===== src/logic/rps_regs.svh =====
// register offsets, field positions, reset values and counts of the rx port status bank
`ifndef RPS_REGS_SVH
`define RPS_REGS_SVH
`define RPS_PORT_SEL_ADDR      8'h4C
`define RPS_STS2_ADDR          8'h4E
`define RPS_FREQ_INT_ADDR      8'h4F
`define RPS_FREQ_FRAC_ADDR     8'h50
`define RPS_SENS0_ADDR         8'h51
`define RPS_SENS1_ADDR         8'h52
`define RPS_BIT_LEN_UNSTEADY   7
`define RPS_BIT_LEN_CHANGED    6
`define RPS_BIT_CODING_FAULT   5
`define RPS_BIT_BUFFER_FAULT   4
`define RPS_BIT_CAMERA_FAULT   3
`define RPS_BIT_RATE_SETTLED   2
`define RPS_BIT_CLOCK_ABSENT   1
`define RPS_BIT_TOTAL_CHANGED  0
`define RPS_STS2_RESET         8'h00
`define RPS_BYTE_RESET         8'h00
`define RPS_PORT_SEL_RESET     8'h01
`define RPS_NPORTS             4
`define RPS_TALLY_LIMIT_MIN    8'h01
`endif


===== src/logic/rps_pkg.sv =====
// types shared by the rx port status bank
package rps_pkg;
   typedef logic [7:0] rps_byte_t;
   typedef logic [3:0] rps_port_mask_t;
   typedef logic [1:0] rps_port_t;
endpackage


===== src/logic/rps_status_bank.sv =====
// per-port status register bank behind the byte-wide register port
`timescale 1ns/1ns
`include "rps_regs.svh"
module rps_status_bank (
   input  wire logic                    ref_clk,
   input  wire logic                    rst_n,
   input  wire logic                    reg_wr,
   input  wire logic                    reg_rd,
   input  wire rps_pkg::rps_byte_t      reg_addr,
   input  wire rps_pkg::rps_byte_t      reg_wdata,
   output rps_pkg::rps_byte_t           reg_rdata,
   input  wire rps_pkg::rps_port_mask_t line_width_unsteady_evt,
   input  wire rps_pkg::rps_port_mask_t line_width_changed_evt,
   input  wire rps_pkg::rps_port_mask_t link_coding_fault_evt,
   input  wire rps_pkg::rps_port_mask_t buffer_overflow_evt,
   input  wire rps_pkg::rps_port_mask_t line_total_changed_evt,
   input  wire rps_pkg::rps_port_mask_t camera_rx_fault_detail,
   input  wire rps_pkg::rps_port_mask_t rate_measure_settled,
   input  wire rps_pkg::rps_port_mask_t rate_sample_valid,
   input  wire rps_pkg::rps_byte_t      rate_integer_byte [`RPS_NPORTS],
   input  wire rps_pkg::rps_byte_t      rate_fraction_byte [`RPS_NPORTS],
   input  wire rps_pkg::rps_byte_t      rate_low_limit,
   input  wire rps_pkg::rps_byte_t      link_fault_tally_limit,
   input  wire rps_pkg::rps_port_mask_t remote_load,
   input  wire rps_pkg::rps_byte_t      remote_status_zero_in [`RPS_NPORTS],
   input  wire rps_pkg::rps_byte_t      remote_status_one_in [`RPS_NPORTS],
   output rps_pkg::rps_port_mask_t      link_clock_absent,
   output rps_pkg::rps_byte_t           port_select
);
   import rps_pkg::*;

   rps_byte_t      sel_q, sel_d, rdata_q, rdata_d;
   rps_byte_t      fint_q [`RPS_NPORTS];
   rps_byte_t      ffrac_q [`RPS_NPORTS];
   rps_byte_t      fint_d [`RPS_NPORTS];
   rps_byte_t      ffrac_d [`RPS_NPORTS];
   rps_byte_t      flags [`RPS_NPORTS];
   rps_byte_t      sens0 [`RPS_NPORTS];
   rps_byte_t      sens1 [`RPS_NPORTS];
   rps_port_mask_t clr_vec, absent_q, absent_d, coding_gate;
   rps_port_t      rd_port;

   // the selected port for reads: lowest set bit of the select mask
   function automatic rps_port_t first_port(input rps_byte_t m);
      rps_port_t p;
      p = 2'h0;
      for (int i = `RPS_NPORTS - 1; i >= 0; i--) begin
         if (m[i]) begin
            p = rps_port_t'(i);
         end
      end
      return p;
   endfunction

   // a read of the per-port status byte: it answers and clears in the same edge
   function automatic logic status_read(input logic rd, input rps_byte_t a);
      return rd && (a == `RPS_STS2_ADDR);
   endfunction

   // ==========================================================
   // port select, clearing reads and rate capture
   always_comb begin
      sel_d = sel_q;
      if (reg_wr && reg_addr == `RPS_PORT_SEL_ADDR) begin
         sel_d = reg_wdata;
      end
      rd_port = first_port(sel_q);
      clr_vec = 4'h0;
      if (status_read(reg_rd, reg_addr)) begin
         clr_vec[rd_port] = 1'b1;
      end
      // coding errors only surface when the tally limit keeps lock alive
      coding_gate = (link_fault_tally_limit > `RPS_TALLY_LIMIT_MIN) ? 4'hF : 4'h0;
      for (int i = 0; i < `RPS_NPORTS; i++) begin
         fint_d[i]   = rate_sample_valid[i] ? rate_integer_byte[i] : fint_q[i];
         ffrac_d[i]  = rate_sample_valid[i] ? rate_fraction_byte[i] : ffrac_q[i];
         absent_d[i] = fint_d[i] < rate_low_limit;
      end
   end

   // ==========================================================
   // read data mux, registered so the byte holds after the strobe
   always_comb begin
      rdata_d = rdata_q;
      if (reg_rd) begin
         case (reg_addr)
            `RPS_PORT_SEL_ADDR:  rdata_d = sel_q;
            `RPS_STS2_ADDR: begin
               rdata_d = flags[rd_port];
               rdata_d[`RPS_BIT_CAMERA_FAULT] = camera_rx_fault_detail[rd_port];
               rdata_d[`RPS_BIT_RATE_SETTLED] = rate_measure_settled[rd_port];
               rdata_d[`RPS_BIT_CLOCK_ABSENT] = absent_q[rd_port];
            end
            `RPS_FREQ_INT_ADDR:  rdata_d = fint_q[rd_port];
            `RPS_FREQ_FRAC_ADDR: rdata_d = ffrac_q[rd_port];
            `RPS_SENS0_ADDR:     rdata_d = sens0[rd_port];
            `RPS_SENS1_ADDR:     rdata_d = sens1[rd_port];
            default:             rdata_d = 8'h00;
         endcase
      end
   end

   // ==========================================================
   // registers
   always_ff @(posedge ref_clk or negedge rst_n) begin
      if (!rst_n) begin
         sel_q    <= `RPS_PORT_SEL_RESET;
         rdata_q  <= `RPS_BYTE_RESET;
         absent_q <= 4'h0;
         for (int i = 0; i < `RPS_NPORTS; i++) begin
            fint_q[i]  <= `RPS_BYTE_RESET;
            ffrac_q[i] <= `RPS_BYTE_RESET;
         end
      end else begin
         sel_q    <= sel_d;
         rdata_q  <= rdata_d;
         absent_q <= absent_d;
         for (int i = 0; i < `RPS_NPORTS; i++) begin
            fint_q[i]  <= fint_d[i];
            ffrac_q[i] <= ffrac_d[i];
         end
      end
   end

   // ==========================================================
   // one flag bank per port
   for (genvar g = 0; g < `RPS_NPORTS; g++) begin : g_port
      rps_port_flags u_flags (
         .ref_clk                 (ref_clk),
         .rst_n                   (rst_n),
         .line_width_unsteady_evt (line_width_unsteady_evt[g]),
         .line_width_changed_evt  (line_width_changed_evt[g]),
         .link_coding_fault_evt   (link_coding_fault_evt[g] & coding_gate[g]),
         .buffer_overflow_evt     (buffer_overflow_evt[g]),
         .line_total_changed_evt  (line_total_changed_evt[g]),
         .status_clear            (clr_vec[g]),
         .remote_load             (remote_load[g]),
         .remote_status_zero_in   (remote_status_zero_in[g]),
         .remote_status_one_in    (remote_status_one_in[g]),
         .sticky_flags            (flags[g]),
         .remote_status_byte_zero (sens0[g]),
         .remote_status_byte_one  (sens1[g])
      );
   end

   assign reg_rdata         = rdata_q;
   assign link_clock_absent = absent_q;
   assign port_select       = sel_q;
endmodule


===== src/logic/rps_port_flags.sv =====
// one receive port's sticky status flags and mirrored bytes
`timescale 1ns/1ns
`include "rps_regs.svh"
module rps_port_flags (
   input  wire logic           ref_clk,
   input  wire logic           rst_n,
   input  wire logic           line_width_unsteady_evt,
   input  wire logic           line_width_changed_evt,
   input  wire logic           link_coding_fault_evt,
   input  wire logic           buffer_overflow_evt,
   input  wire logic           line_total_changed_evt,
   input  wire logic           status_clear,
   input  wire logic           remote_load,
   input  wire rps_pkg::rps_byte_t remote_status_zero_in,
   input  wire rps_pkg::rps_byte_t remote_status_one_in,
   output rps_pkg::rps_byte_t  sticky_flags,
   output rps_pkg::rps_byte_t  remote_status_byte_zero,
   output rps_pkg::rps_byte_t  remote_status_byte_one
);
   import rps_pkg::*;
   rps_byte_t flags_q, flags_d, sens0_q, sens0_d, sens1_q, sens1_d;
   rps_byte_t set_vec;

   // ==========================================================
   // sticky flags: a new event beats a clearing read
   always_comb begin
      set_vec = 8'h00;
      set_vec[`RPS_BIT_LEN_UNSTEADY]  = line_width_unsteady_evt;
      set_vec[`RPS_BIT_LEN_CHANGED]   = line_width_changed_evt;
      set_vec[`RPS_BIT_CODING_FAULT]  = link_coding_fault_evt;
      set_vec[`RPS_BIT_BUFFER_FAULT]  = buffer_overflow_evt;
      set_vec[`RPS_BIT_TOTAL_CHANGED] = line_total_changed_evt;
      flags_d = (status_clear ? 8'h00 : flags_q) | set_vec;
      sens0_d = remote_load ? remote_status_zero_in : sens0_q;
      sens1_d = remote_load ? remote_status_one_in : sens1_q;
   end

   // ==========================================================
   // storage
   always_ff @(posedge ref_clk or negedge rst_n) begin
      if (!rst_n) begin
         flags_q <= `RPS_STS2_RESET;
         sens0_q <= `RPS_BYTE_RESET;
         sens1_q <= `RPS_BYTE_RESET;
      end else begin
         flags_q <= flags_d;
         sens0_q <= sens0_d;
         sens1_q <= sens1_d;
      end
   end

   assign sticky_flags            = flags_q;
   assign remote_status_byte_zero = sens0_q;
   assign remote_status_byte_one  = sens1_q;
endmodule


===== config.mk =====
export PLATFORM = sky130hd
export DESIGN_NAME = rps_status_bank
export DESIGN_NICKNAME = d
export VERILOG_FILES = /design/src/logic/rps_pkg.sv /design/src/logic/rps_status_bank.sv /design/src/logic/rps_port_flags.sv
export VERILOG_INCLUDE_DIRS = /design/src /design/src/logic
export SDC_FILE = /design/constraint.sdc
export NUM_CORES = 1
export LEC_CHECK = 0
export BUFFER_PORTS_ARGS = -buffer_cell sky130_fd_sc_hd__buf_2
export CELL_PAD_IN_SITES_DETAIL_PLACEMENT = 2
export CELL_PAD_IN_SITES_GLOBAL_PLACEMENT = 2
export CORE_ASPECT_RATIO = 0.5
export CORE_MARGIN = 2
export CORE_UTILIZATION = 24
export DETAILED_ROUTE_END_ITERATION = 7
export GPL_TIMING_DRIVEN = 0
export PLACE_DENSITY = 0.68
export SLEW_MARGIN = 20
export SYNTH_ARGS = -nofsm -noshare
export SYNTH_HDL_FRONTEND = slang
export SYNTH_SLANG_ARGS = --single-unit

===== constraint.sdc =====
create_clock -name ref_clk -period 3.4 [get_ports ref_clk]
set_clock_uncertainty 0.05 [all_clocks]
set_input_delay 0.34 -clock ref_clk [delete_from_list [all_inputs] [get_ports ref_clk]]
set_output_delay 0.34 -clock ref_clk [all_outputs]
set_load 0.02 [all_outputs]

**Word-level counts from Yosys, hierarchy flattened**

Index checks and enable logic that the tools add are counted.

- Magnitude comparators: 8
- Equality and inequality tests: 6
- Mux-type cells: 38
- Bitwise logic cells: 9
- Reductions and logical operators: 3

Operator list:

| kind | number |
|---|---|
| $mux W8 | 18 |
| $bmux W8 S2 | 5 |
| $eq A8 B7 Y1 const B | 6 |
| $pmux W8 S6 | 1 |
| $lt A8 B8 Y1 | 4 |
| $or A8 B8 Y8 | 4 |
| $gt A8 B1 Y1 const B | 1 |
| $mux W2 | 4 |
| $mux W4 | 2 |
| $bmux W1 S2 | 3 |
| $and A1 B1 Y1 | 4 |
| $mux W1 | 4 |
| $ge A3 B3 Y1 const B | 1 |
| $logic_and A1 B1 Y1 | 3 |
| $lt A2 B3 Y1 const B | 1 |
| $not A2 Y3 | 1 |
| $demux W1 S2 | 1 |
| $ge A2 B1 Y1 const B | 1 |

- Register bits after elaboration: 180
- Input bits: 200
- Output and inout port bits: 20
- Logic and storage cells: 87

**Logic depth before layout (Yosys ltp)**

Gate-level depths: netlist of the first run.

- Depth after elaboration: 11
- Mapped depth: 8
- Depth with buffers taken out: 6

**By module**

From an unflattened synthesis of the first run, not the netlist that was laid out.

- Cells, all modules: 762
- Area total of the unflattened synthesis: 8897.3 µm²

Modules (own cells, without submodules):

| module | times used | cells each | area each (µm²) | sequential area each (µm²) |
|---|---|---|---|---|
| rps_status_bank | 1 | 566 | 5529.1 | 2103.3 |
| rps_port_flags | 4 | 49 | 842.1 | 525.5 |

**Worst setup path after synthesis of the first run**

Ideal clock, no wire load.

- Kind: input-to-reg
- From: input port rate_sample_valid[0]
- To: register absent_q[0], in the netlist link_clock_absent[0]
- Library setup time: 0.127 ns
- Data arrival time: 2.054 ns
- Required time: 3.223 ns
- Slack: 1.168 ns
- Stages: 8
- Path buffers: 2
- Cell sequence: clkbuf_1 > clkbuf_1 > mux2_2 > ha_1 > o21ai_0 > a21bo_2 > a21oi_1 > o22ai_1

RTL lines:

| what | RTL line | text |
|---|---|---|
| from (decl) | rps_status_bank.sv:19 | `input wire rps_pkg::rps_port_mask_t rate_sample_valid,` |
| to (signal assigned) | rps_status_bank.sv:117 | `absent_q <= absent_d;` |
| to (decl) | rps_status_bank.sv:40 | `rps_port_mask_t clr_vec, absent_q, absent_d, coding_gate;` |

**Worst setup path in the final report of the first run**

- From: register sel_q[0], in the netlist port_select[0]
- To: register rdata_q[4], in the netlist reg_rdata[4]

- Word-level cells in the longest chain between the ends: 6
- Elaborated cells on any way between the ends: 18
- Those cells by class: mux: 17; bitwise: 1

RTL lines:

| what | RTL line | text |
|---|---|---|
| from (decl) | rps_status_bank.sv:32 | `rps_byte_t sel_q, sel_d, rdata_q, rdata_d;` |
| from (signal assigned) | rps_status_bank.sv:107 | `` sel_q <= `RPS_PORT_SEL_RESET; `` |
| from (signal assigned) | rps_status_bank.sv:115 | `sel_q <= sel_d;` |
| $mux W2 (*) | rps_status_bank.sv:48 | `if (m[i]) begin` |
| $not A2 Y3 (not written as such) (*) | n/a |  |
| $bmux W8 S2, on equally long branches | n/a |  |
| $mux W8, on equally long branches (2 in series) | n/a |  |
| $pmux W8 S6 (*) | rps_status_bank.sv:86 | `case (reg_addr)` |
| to (signal assigned) | rps_status_bank.sv:108 | `` rdata_q <= `RPS_BYTE_RESET; `` |
| to (signal assigned) | rps_status_bank.sv:116 | `rdata_q <= rdata_d;` |
| to (decl) | rps_status_bank.sv:32 |  |

Mark *: on every way between the ends. The rest lies on a longest branch, timed or not. The select of a mux whose other input is x is not followed.
A chain may end at the register's enable or synchronous reset.

==> metrics.txt, run 1 <==
ANT cells=0; hpwl dp=27400 µm; Fillers=3808; Final Power=5160 µW; Synth cell types=67; Pint=3690 µW; most instantiated cells after synthesis=dfrtp_1 (167), mux2_2 (136), nand2_1 (44); layout cell share with drive strength beyond 1=43.6%; NumNets Final=1177; Post-Route WL=35300 µm; leakage=0.00470 µW; Worst Reg2Reg Path Length in Cells=6; top-area cell type share of the netlist area=48.7%; Die Area=37400 µm²; CTS Sinks=168; fmax=360 MHz; Syn-to-layout area delta=26.8%; syn_nets=945; async set-or-reset flop fraction in the synthesized netlist=100%; Row Count=48; maximum vdd ir drop=295 µV; Clock power frac=38.4%; pwr dens=474 nW/µm²; CP Capture Type=flip-flop; Area contributors post-synth=dfrtp_1 (49%), mux2_2 (18%), ha_1 (4.1%); worst slew pin tran=0.925 ns; Final Cycle Share=81.7%; CP arrival=3.02 ns; CTS buffer count=17; number of global-route vias before repair=8085; vias=7107; Mapped Cells=717; hold crit path type=in -> reg; worst skew pair latency=0.45 ns; kind of start point of the critical path=flip-flop; Seq cells post-synth=168; outcome=finished clean; Final setup viols=0; Sequential Power Share=44.3%; global route total overflow=0; clock transition at the registers of the reported paths=0.07 ns; max-cap violations=0; Sw Share=28.5%; Top Ports=220; register-to-register setup slack=0.62 ns; top-count cell post-synth=dfrtp_1; Core Region=34800 µm²; gr usage total=19.0%; register area share after synthesis=49.0%; Final Critical Period=2.78 ns; Syn. warnings=0; post-synth top area cell=dfrtp_1; Horiz. Die Dim=271 µm; cts repair resizes=0; CTS root buf=clkbuf_16; Syn Area/Cell=12.0 µm²; drt drc=0; Worst Path Required=3.65 ns; Hold Startpoint=line_width_changed_evt[1]; final hold slack=0.0207 ns; IO buf count=210; GP Congestion=0.824; headroom to the max-slew limit=38.3%; detailed router's first-iteration violation count=358; WL per Instance=24.6 µm; main flop type after synthesis=dfrtp_1; Multi-input gate area=4040 µm²; Via density=4.95; WS Path Type=reg -> reg; Clock Path Buffers=2; initial antenna violation count=0; cell area after synthesis=8580 µm²; largest net degree at the start of global routing=94; CP max FO=10; Final ANT Viol Nets=0; CTS tree=done; final-report hold violation count=0; Die Y=138 µm; htree depth=4; Final Util=31.2%; global-route wire length before repair=51700 µm; R2R Path End=reg_rdata[4]; DR pass1 iterations=5; Post-CTS Setup Inserts=0; RSZ-0062 raised after global routing=no; EDFF count, synth=0; logic gate share of total power=17.3%; worst flop-to-flop path startpoint=port_select[0]; Worst Hold Depth=2; max-slew violations=0; Initial Utilization=24.6%; Switching Power=1470 µW; register area=4210 µm²; Worst Hold End=g_port[1].u_flags.sticky_flags[6]
[through the flow]
stage	setup WS [ns]	area [µm²]	std cells	setup TNS (ns)
floorplan	1.17	8580	717	0
global placement	-0.833	10200	1402	-136.55
detailed placement	0.518	10300	1404	0
CTS	0.651	10900	1437	0
global route	0.553	10900	1437	0
finish	0.623	10900	1437	0
[flip-flops by register name (all words and copies together) (netlist names)]
register and count:
ffrac_q 32, fint_q 32, g_port.u_flags.remote_status_byte_one 32, g_port.u_flags.remote_status_byte_zero 32
g_port.u_flags.sticky_flags 20, port_select 8, reg_rdata 8, link_clock_absent 4
[kinds of logic (layout without fill, tap and decap cells)]
group	after synthesis	after routing	synth area share, %
compound gates	181	181	15.8
flops	168	168	49.0
mux	136	136	17.8
simple gates	132	132	9.32
buf+inv	72	317	3.94
fa+ha+maj	28	28	4.08
[metal layers]
metal / wire, µm / GRT usage, %
met3: 1420 / 3.90
met5: 0 / 0
met4: 1110 / 7.45
met1: 14700 / 22.5
met2: 18100 / 34.3
[placed cells by master (no fill, tap or decap), types with 21 or more instances in the layout]
| cell | instances |
|---|---|
| dfrtp_1 | 167 |
| inv_1 | 24 |
| a21o_1 | 21 |
| ha_1 | 28 |
| mux2_2 | 136 |
| clkbuf_1 | 26 |
| o21ai_0 | 25 |
| buf_2 | 223 |
| nand2_1 | 44 |
| a21oi_1 | 29 |
[power by group through the flow]
stage / Combinational [µW] / Sequential, µW / Clock, µW
final: 892 / 2290 / 1980
after floorplan: 475 / 2280 / 0
after global routing: 971 / 2310 / 2100
after global placement: 861 / 2310 / 0
after detailed placement: 896 / 2320 / 0
after CTS: 902 / 2290 / 2020
[worst max-delay path: stages (launching register included)]
cell	delay, ns
dfstp_2	0.62
buf_2	0.27
clkbuf_1	0.68
a21oi_1	0.15
a221o_1	0.32
a2bb2oi_1	0.38
a32oi_1	0.16
[how the worst max path moves through the flow]
stage,start,to,depth (start not counted)
final,port_select[0],reg_rdata[4],6
after global routing,port_select[0],reg_rdata[6],6
after CTS,port_select[0],reg_rdata[4],6
after detailed placement,rate_sample_valid[0],link_clock_absent[0],8
after global placement,rst_n,g_port[3].u_flags.remote_status_byte_zero[7],1
after floorplan,rate_sample_valid[0],link_clock_absent[0],8
[layout make-up]
class,instances,share of cell area (%)
Timing Repair Buffer,213,10.3
Sequential cell,168,38.6
Tap cell,475,5.46
Inverter,25,0.862
Clock inverter,12,1.16
Buffer,47,2.24
Multi-Input combinational cell,477,37.1
Clock buffer,20,4.20
[what timing repair did]
action / in CTS / in global routing
hold endpoints to repair: 91 / 0
hold buffers: 1 / 0
setup endpoints to repair: 0 / 0
(Power assumes the default switching activity.)
==> run 2: changes to the inputs <==
--- a/config.mk
+++ b/config.mk
@@ -6,6 +6,7 @@
 export SDC_FILE = /design/constraint.sdc
 export NUM_CORES = 1
 export LEC_CHECK = 0
+export ABC_AREA = 1
 export BUFFER_PORTS_ARGS = -buffer_cell sky130_fd_sc_hd__buf_2
 export CELL_PAD_IN_SITES_DETAIL_PLACEMENT = 2
 export CELL_PAD_IN_SITES_GLOBAL_PLACEMENT = 2
@@ -14,7 +15,7 @@
 export CORE_UTILIZATION = 24
 export DETAILED_ROUTE_END_ITERATION = 7
 export GPL_TIMING_DRIVEN = 0
-export PLACE_DENSITY = 0.68
+export PLACE_DENSITY = 0.74
 export SLEW_MARGIN = 20
 export SYNTH_ARGS = -nofsm -noshare
 export SYNTH_HDL_FRONTEND = slang
==> constraint.sdc (replaced) <==
create_clock -name ref_clk -period 2.5 [get_ports ref_clk]
set_clock_uncertainty 0.05 [all_clocks]
set_input_delay 0.25 -clock ref_clk [delete_from_list [all_inputs] [get_ports ref_clk]]
set_output_delay 0.25 -clock ref_clk [all_outputs]
set_load 0.02 [all_outputs]
==> run 2 against run 1 <==
  * Clock power rose by 39%
  * Worst setup slack got worse by 0.52 ns
  * Sequential power up 35%
  * Synthesized cell count up 29%
  * Power grew 35%
  * Non-clock buffer count rose by 76
  * Die area up 1.7%
  * Worst hold slack got worse by 0.018 ns
  * Critical endpoint unchanged
  * Largest power group unchanged
==> metrics.txt, run 2 <==
register area=4210 µm² (about the same); layout cell share with drive strength beyond 1=32.5% (-11 points); outcome=finished clean; Final ANT Viol Nets=0 (unchanged); Die Area=38000 µm² (+1.7%); hold crit path type=in -> reg; Syn-to-layout area delta=36.1%; Initial Utilization=24.3% (-0.30 points); detailed router's first-iteration violation count=384 (+7.3%); Area contributors post-synth=dfrtp_1 (48%), mux2_2 (16%), nand2_1 (9.0%); drt drc=0 (unchanged); number of global-route vias before repair=9793 (+21%); kind of start point of the critical path=flip-flop; leading cell type in the layout, fill and taps excluded=buf_2; Post-CTS Setup Inserts=0 (unchanged); Via density=4.82 (-2.5%); syn_nets=1156 (+22%); CTS root buf=clkbuf_16; max-slew violations=0 (unchanged); GP Congestion=0.802 (-2.7%); initial antenna violation count=4 (+4); Syn. warnings=0 (unchanged); post-synth top area cell=dfrtp_1; most frequent cells in the layout=buf_2 (215), nand2_1 (209), dfrtp_1 (166); Post-Route WL=39300 µm (+11%); CTS buffer count=17 (unchanged); setup TNS=0 ns (unchanged); register area share after synthesis=48.2% (-0.82 points); leakage=0.00581 µW (+24%); htree depth=4 (unchanged); Final setup viols=0 (unchanged); global-route wire length before repair=58600 µm (+13%); register-to-register setup slack=0.11 ns (-0.52 ns); global route total overflow=0 (unchanged); Core Region=35900 µm² (+3.0%); CTS tree=done; Multi-input gate area=3990 µm² (-1.1%); Mapped Cells=928 (+29%); main flop type after synthesis=dfrtp_1; Worst Path Required=2.82 ns (-0.83 ns); CP max FO=10 (unchanged); most instantiated cells after synthesis=nand2_1 (210), dfrtp_1 (167), mux2_2 (123); final-report hold violation count=0 (unchanged); largest net degree at the start of global routing=60 (-36%); worst flop-to-flop path startpoint=port_select[3]; pwr dens=588 nW/µm² (+24%); Syn Area/Cell=9.40 µm² (-21%); Hold Startpoint=rate_fraction_byte[10]; CTS Sinks=168 (unchanged); gr usage total=20.6% (+1.5 points); DR pass1 iterations=4 (-1); top-count cell post-synth=nand2_1; Fillers=3998 (+5.0%); Synth cell types=31 (-54%); hpwl dp=28100 µm (+2.3%); WS Path Type=reg -> reg; EDFF count, synth=0 (unchanged); Worst setup startpoint=port_select[3]; maximum vdd ir drop=351 µV (+19%); CP arrival=2.72 ns (-0.30 ns); Seq cells post-synth=168 (unchanged); CP Capture Type=flip-flop; Finished Layout Cells=1739 (+21%); cell area after synthesis=8730 µm² (+1.7%); fmax=418 MHz (+16%); worst skew pair latency=0.44 ns (about the same); top-area cell type share of the netlist area=47.9% (-0.82 points); Row Count=49 (+2.1%); max-cap violations=0 (unchanged); NumNets Final=1465 (+24%); vias=8385 (+18%); Die Y=139 µm (+0.82%); async set-or-reset flop fraction in the synthesized netlist=100% (unchanged); RSZ-0062 raised after global routing=no; clock transition at the registers of the reported paths=0.07 ns (about the same); Final Critical Period=2.39 ns (-0.383 ns); Clock Path Buffers=2 (unchanged); Final Cycle Share=95.8% (+14 points); headroom to the max-slew limit=27.8% (-10 points); WL per Instance=22.6 µm (-7.9%); Top Ports=220 (unchanged); worst slew pin tran=1.07 ns (+0.149 ns); placed cells=1624 (+16%); IO buf count=210 (unchanged); Horiz. Die Dim=274 µm (+0.84%)
-- run 2: cell type report --
cell class | instances | share of cell area [%]
Antenna cell | 5 | 0.105
Buffer | 46 | 1.82
Clock buffer | 18 | 3.70
Clock inverter | 14 | 1.23
Inverter | 97 | 3.07
Multi-Input combinational cell | 617 | 33.6
Sequential cell | 168 | 35.4
Tap cell | 484 | 5.10
Timing Repair Buffer | 290 | 16.0
-- run 2: final timing paths --
path / endpoint / cells after the start
setup / recovery: reg_rdata[4] / 12
hold / removal: ffrac_q[10] / 3
setup reg to reg: reg_rdata[4] / 12
hold reg to reg: reg_rdata[2] / 2
max in group asynchronous: port_select[2] / 4
min in group asynchronous: g_port[3].u_flags.remote_status_byte_zero[7] / 2
-- run 2: layer usage --
layer / GRT usage, % / wire length (µm) / vias to the layer above
li1: - / - / 3745
met1: 23.0 / 15300 / 4362
met2: 38.5 / 21300 / 194
met3: 2.91 / 1150 / 84
met4: 9.40 / 1600 / 0
met5: 0 / 0 / -
-- run 2: power breakdown --
part	total (µW)	internal (µW)	switching [µW]
registers	3100	2940	159
logic	1120	528	597
clock network	2750	1510	1240
total	6980	4980	2000
-- run 2: logic make-up after synthesis --
| kind of cell | synth area share [%] |
|---|---|
| simple gates | 20.3 |
| flops | 48.2 |
| buf+inv | 6.47 |
| mux | 15.9 |
| compound gates | 5.16 |
| fa+ha+maj | 4.01 |
-- run 2: worst max-delay path, cell delays in order, from the launching register on --
cell      delay (ns)
dfrtp_1         0.41
clkbuf_4        0.23
o21ai_4         0.24
clkbuf_4        0.28
buf_2           0.30
nand3_1         0.14
nand3_1         0.15
nand2_1         0.08
nand2_1         0.18
nor2_1          0.08
nand2_1         0.07
nand2_1         0.05
nand2_1         0.05
-- run 2: per-stage QoR --
stage	area (µm²)	power, µW	utilization [%]	setup slack, ns	hold WS, ns
after global routing	11900	7250	33.1	0.0130	0.000135
after CTS	11800	6970	32.9	0.0212	0.000149
final	11900	6980	33.1	0.106	0.00237
after global placement	10400	4060	29.0	-1.60	0.398
after detailed placement	10400	4150	29.1	-0.110	0.152
after floorplan	8730	3630	-	0.495	-0.0956
-- run 2: timing repair --
item / 4_1_cts / 5_1_grt
endpoints found under the setup margin: 3 / 8
hold buffers: 76 / 2
cloned: 0 / 0
gates resized for setup: 3 / 15
endpoints found under the hold margin: 128 / 2
==> run 3: changes to the inputs <==
--- a/config.mk
+++ b/config.mk
@@ -15,7 +15,7 @@
 export CORE_UTILIZATION = 24
 export DETAILED_ROUTE_END_ITERATION = 7
 export GPL_TIMING_DRIVEN = 0
-export PLACE_DENSITY = 0.74
+export PLACE_DENSITY_LB_ADDON = 0.3
 export SLEW_MARGIN = 20
 export SYNTH_ARGS = -nofsm -noshare
 export SYNTH_HDL_FRONTEND = slang
==> constraint.sdc (replaced) <==
create_clock -name ref_clk -period 2.7 [get_ports ref_clk]
set_clock_uncertainty 0.05 [all_clocks]
set_input_delay 0.27 -clock ref_clk [delete_from_list [all_inputs] [get_ports ref_clk]]
set_output_delay 0.27 -clock ref_clk [all_outputs]
set_load 0.02 [all_outputs]
==> run 3 against run 2 <==
  * Clock power shrank 9.8%
  * Via count shrank 1.3%
  * Worst setup slack gained 0.055 ns
==> metrics.txt, run 3 (synthesized netlist as in run 2, its figures left out) <==
DR pass1 iterations=4 (unchanged); Pint=4530 µW (-9.0%); Syn-to-layout area delta=39.3%; GP Congestion=0.794 (-0.99%); Final ANT Viol Nets=0 (unchanged); global route total overflow=0 (unchanged); final-report hold violation count=0 (unchanged); initial antenna violation count=3 (-1); gr usage total=20.6% (about the same); Finished Layout Cells=1773 (+2.0%); headroom to the max-slew limit=23.5% (-4.3 points); clock transition at the registers of the reported paths=0.07 ns (about the same); kind of start point of the critical path=flip-flop; final hold slack=0.0148 ns (+0.0124 ns); number of global-route vias before repair=9610 (-1.9%); crit-path most repeated cell=nand2_1; Die Y=139 µm (unchanged); Sequential Power Share=44.8% (+0.4 points); Clock Path Buffers=2 (unchanged); Core Region=35900 µm² (unchanged); detailed router's first-iteration violation count=373 (-2.9%); CTS tree=done; critical path's largest stage delay=0.54 ns (+0.13 ns); CP arrival=2.89 ns (+0.17 ns); met3 Usage GRT=3.83% (+0.92 points); placed cells=1623 (-0.062%); Worst Hold Depth=2 (-1); fmax=394 MHz (-5.7%); Row Count=49 (unchanged); CP max FO=10 (unchanged); Worst Path Required=3.05 ns (+0.23 ns); Sw Share=29.3% (+0.61 points); critical path cell sequence=buf_2 > o21ai_2 > clkbuf_1 > nand3_1 > nand3_1 > nand2_1 > nand2_1 > nor2_1 > nand2_1 > nand2_1 > nand2_1; layout cell share with drive strength beyond 1=30.9% (-1.6 points); vias=8273 (-1.3%); met1 usage=24.5% (+1.5 points); logic gate share of total power=16.6% (+0.5 points); max-cap violations=0 (unchanged); Final Cycle Share=94.0% (-1.7 points); Post-Route WL=38300 µm (-2.7%); Die Area=38000 µm² (unchanged); Final Critical Period=2.54 ns (+0.145 ns); pwr dens=527 nW/µm² (-10%); Worst setup startpoint=port_select[3]; CP Capture Type=flip-flop; maximum vdd ir drop=334 µV (-4.9%); Clock power frac=38.6% (-0.8 points); Switching Power=1870 µW (-6.3%); crit path buf inv count=2 (-1); worst flop-to-flop path startpoint=port_select[3]; Final setup viols=0 (unchanged); Crit path max-delay family=simple AND/OR/NAND/NOR gates; worst slew pin tran=1.14 ns (+0.0632 ns); CTS buffer count=17 (unchanged); max-slew violations=0 (unchanged); Initial Utilization=24.3% (unchanged); Horiz. Die Dim=274 µm (unchanged); CTS Sinks=168 (unchanged); Hold Startpoint=remote_status_one_in[30]; hpwl dp=27600 µm (-1.8%); GR peak layer=met2; WS Path Type=reg -> reg; most frequent cells in the layout=buf_2 (218), nand2_1 (210), dfrtp_1 (167); number of cells on the critical path=11 (-1); met2 usage in global routing=37.3% (-1.1 points); CTS root buf=clkbuf_16; WL per Instance=21.6 µm (-4.5%); Via density=4.67 (-3.2%); IO buf count=210 (unchanged); largest net degree at the start of global routing=86 (+43%); leakage=0.00592 µW (+1.8%); leading cell type in the layout, fill and taps excluded=buf_2; Worst Reg2Reg Path Length in Cells=11 (-1); outcome=finished clean; Crit-path slowest cell=clkbuf_1; worst skew pair latency=0.47 ns (+0.03 ns); global-route wire length before repair=57800 µm (-1.4%); NumNets Final=1500 (+2.4%); htree depth=4 (unchanged); drt drc=0 (unchanged); hold crit path type=in -> reg; RSZ-0062 raised after global routing=no; Top Ports=220 (unchanged)
==> run 3: repair_timing <==
item / CTS / global route
setup endpoints to repair: 0 / 1
hold buffers: 109 / 5
gates resized for setup: 0 / 2
hold endpoints to repair: 192 / 5
buffers inserted: 0 / 0
==> run 3: path summary, 6_finish.rpt <==
kind | to | slack [ns]
max | reg_rdata[3] | 0.16
min reg2reg | reg_rdata[5] | 0.44
min | g_port[0].u_flags.remote_status_byte_one[6] | 0.01
max reg2reg | reg_rdata[3] | 0.16
min in group asynchronous | g_port[2].u_flags.remote_status_byte_zero[7] | 0.34
max in group asynchronous | port_select[0] | 1.36
==> run 3: final cells by class <==
type	count	area [µm²]
multi-input cells	617	3970
inverters	97	364
diodes	4	10.0
well taps	484	606
fillers	3979	23700
repair buffers	325	2230
plain buffers	46	203
flip-flops and latches	168	4210
clock buffers	17	425
clock inverters	15	145
==> run 3: routing by layer <==
metal	wire [µm]	share of wire (%)	vias up
li1	-	-	3804
met1	16000	42	4300
met2	20200	53	118
met3	1240	3.2	51
met4	794	2.1	0
met5	0	0	-
==> run 3: stage by stage <==
step | setup TNS [ns] | worst slack [ns] | power [µW] | utilization, % | cell area, µm²
floorplan | 0 | 0.675 | 3360 | - | 8730
global placement | -253.06 | -1.54 | 3770 | 29.0 | 10400
detailed placement | 0 | 0.0944 | 3840 | 29.1 | 10400
CTS | 0 | 0.133 | 6430 | 33.7 | 12100
global route | 0 | 0.000516 | 6710 | 33.9 | 12200
finish | 0 | 0.161 | 6410 | 33.9 | 12200
==> run 3: power groups by stage <==
stage | clock, µW | combinational [µW] | sequential, µW
5_1_grt | 2650 | 1170 | 2890
3_5_place_dp | 0 | 923 | 2910
2_1_floorplan | 0 | 483 | 2870
3_3_place_gp | 0 | 871 | 2900
4_1_cts | 2510 | 1050 | 2870
6_report | 2480 | 1060 | 2870
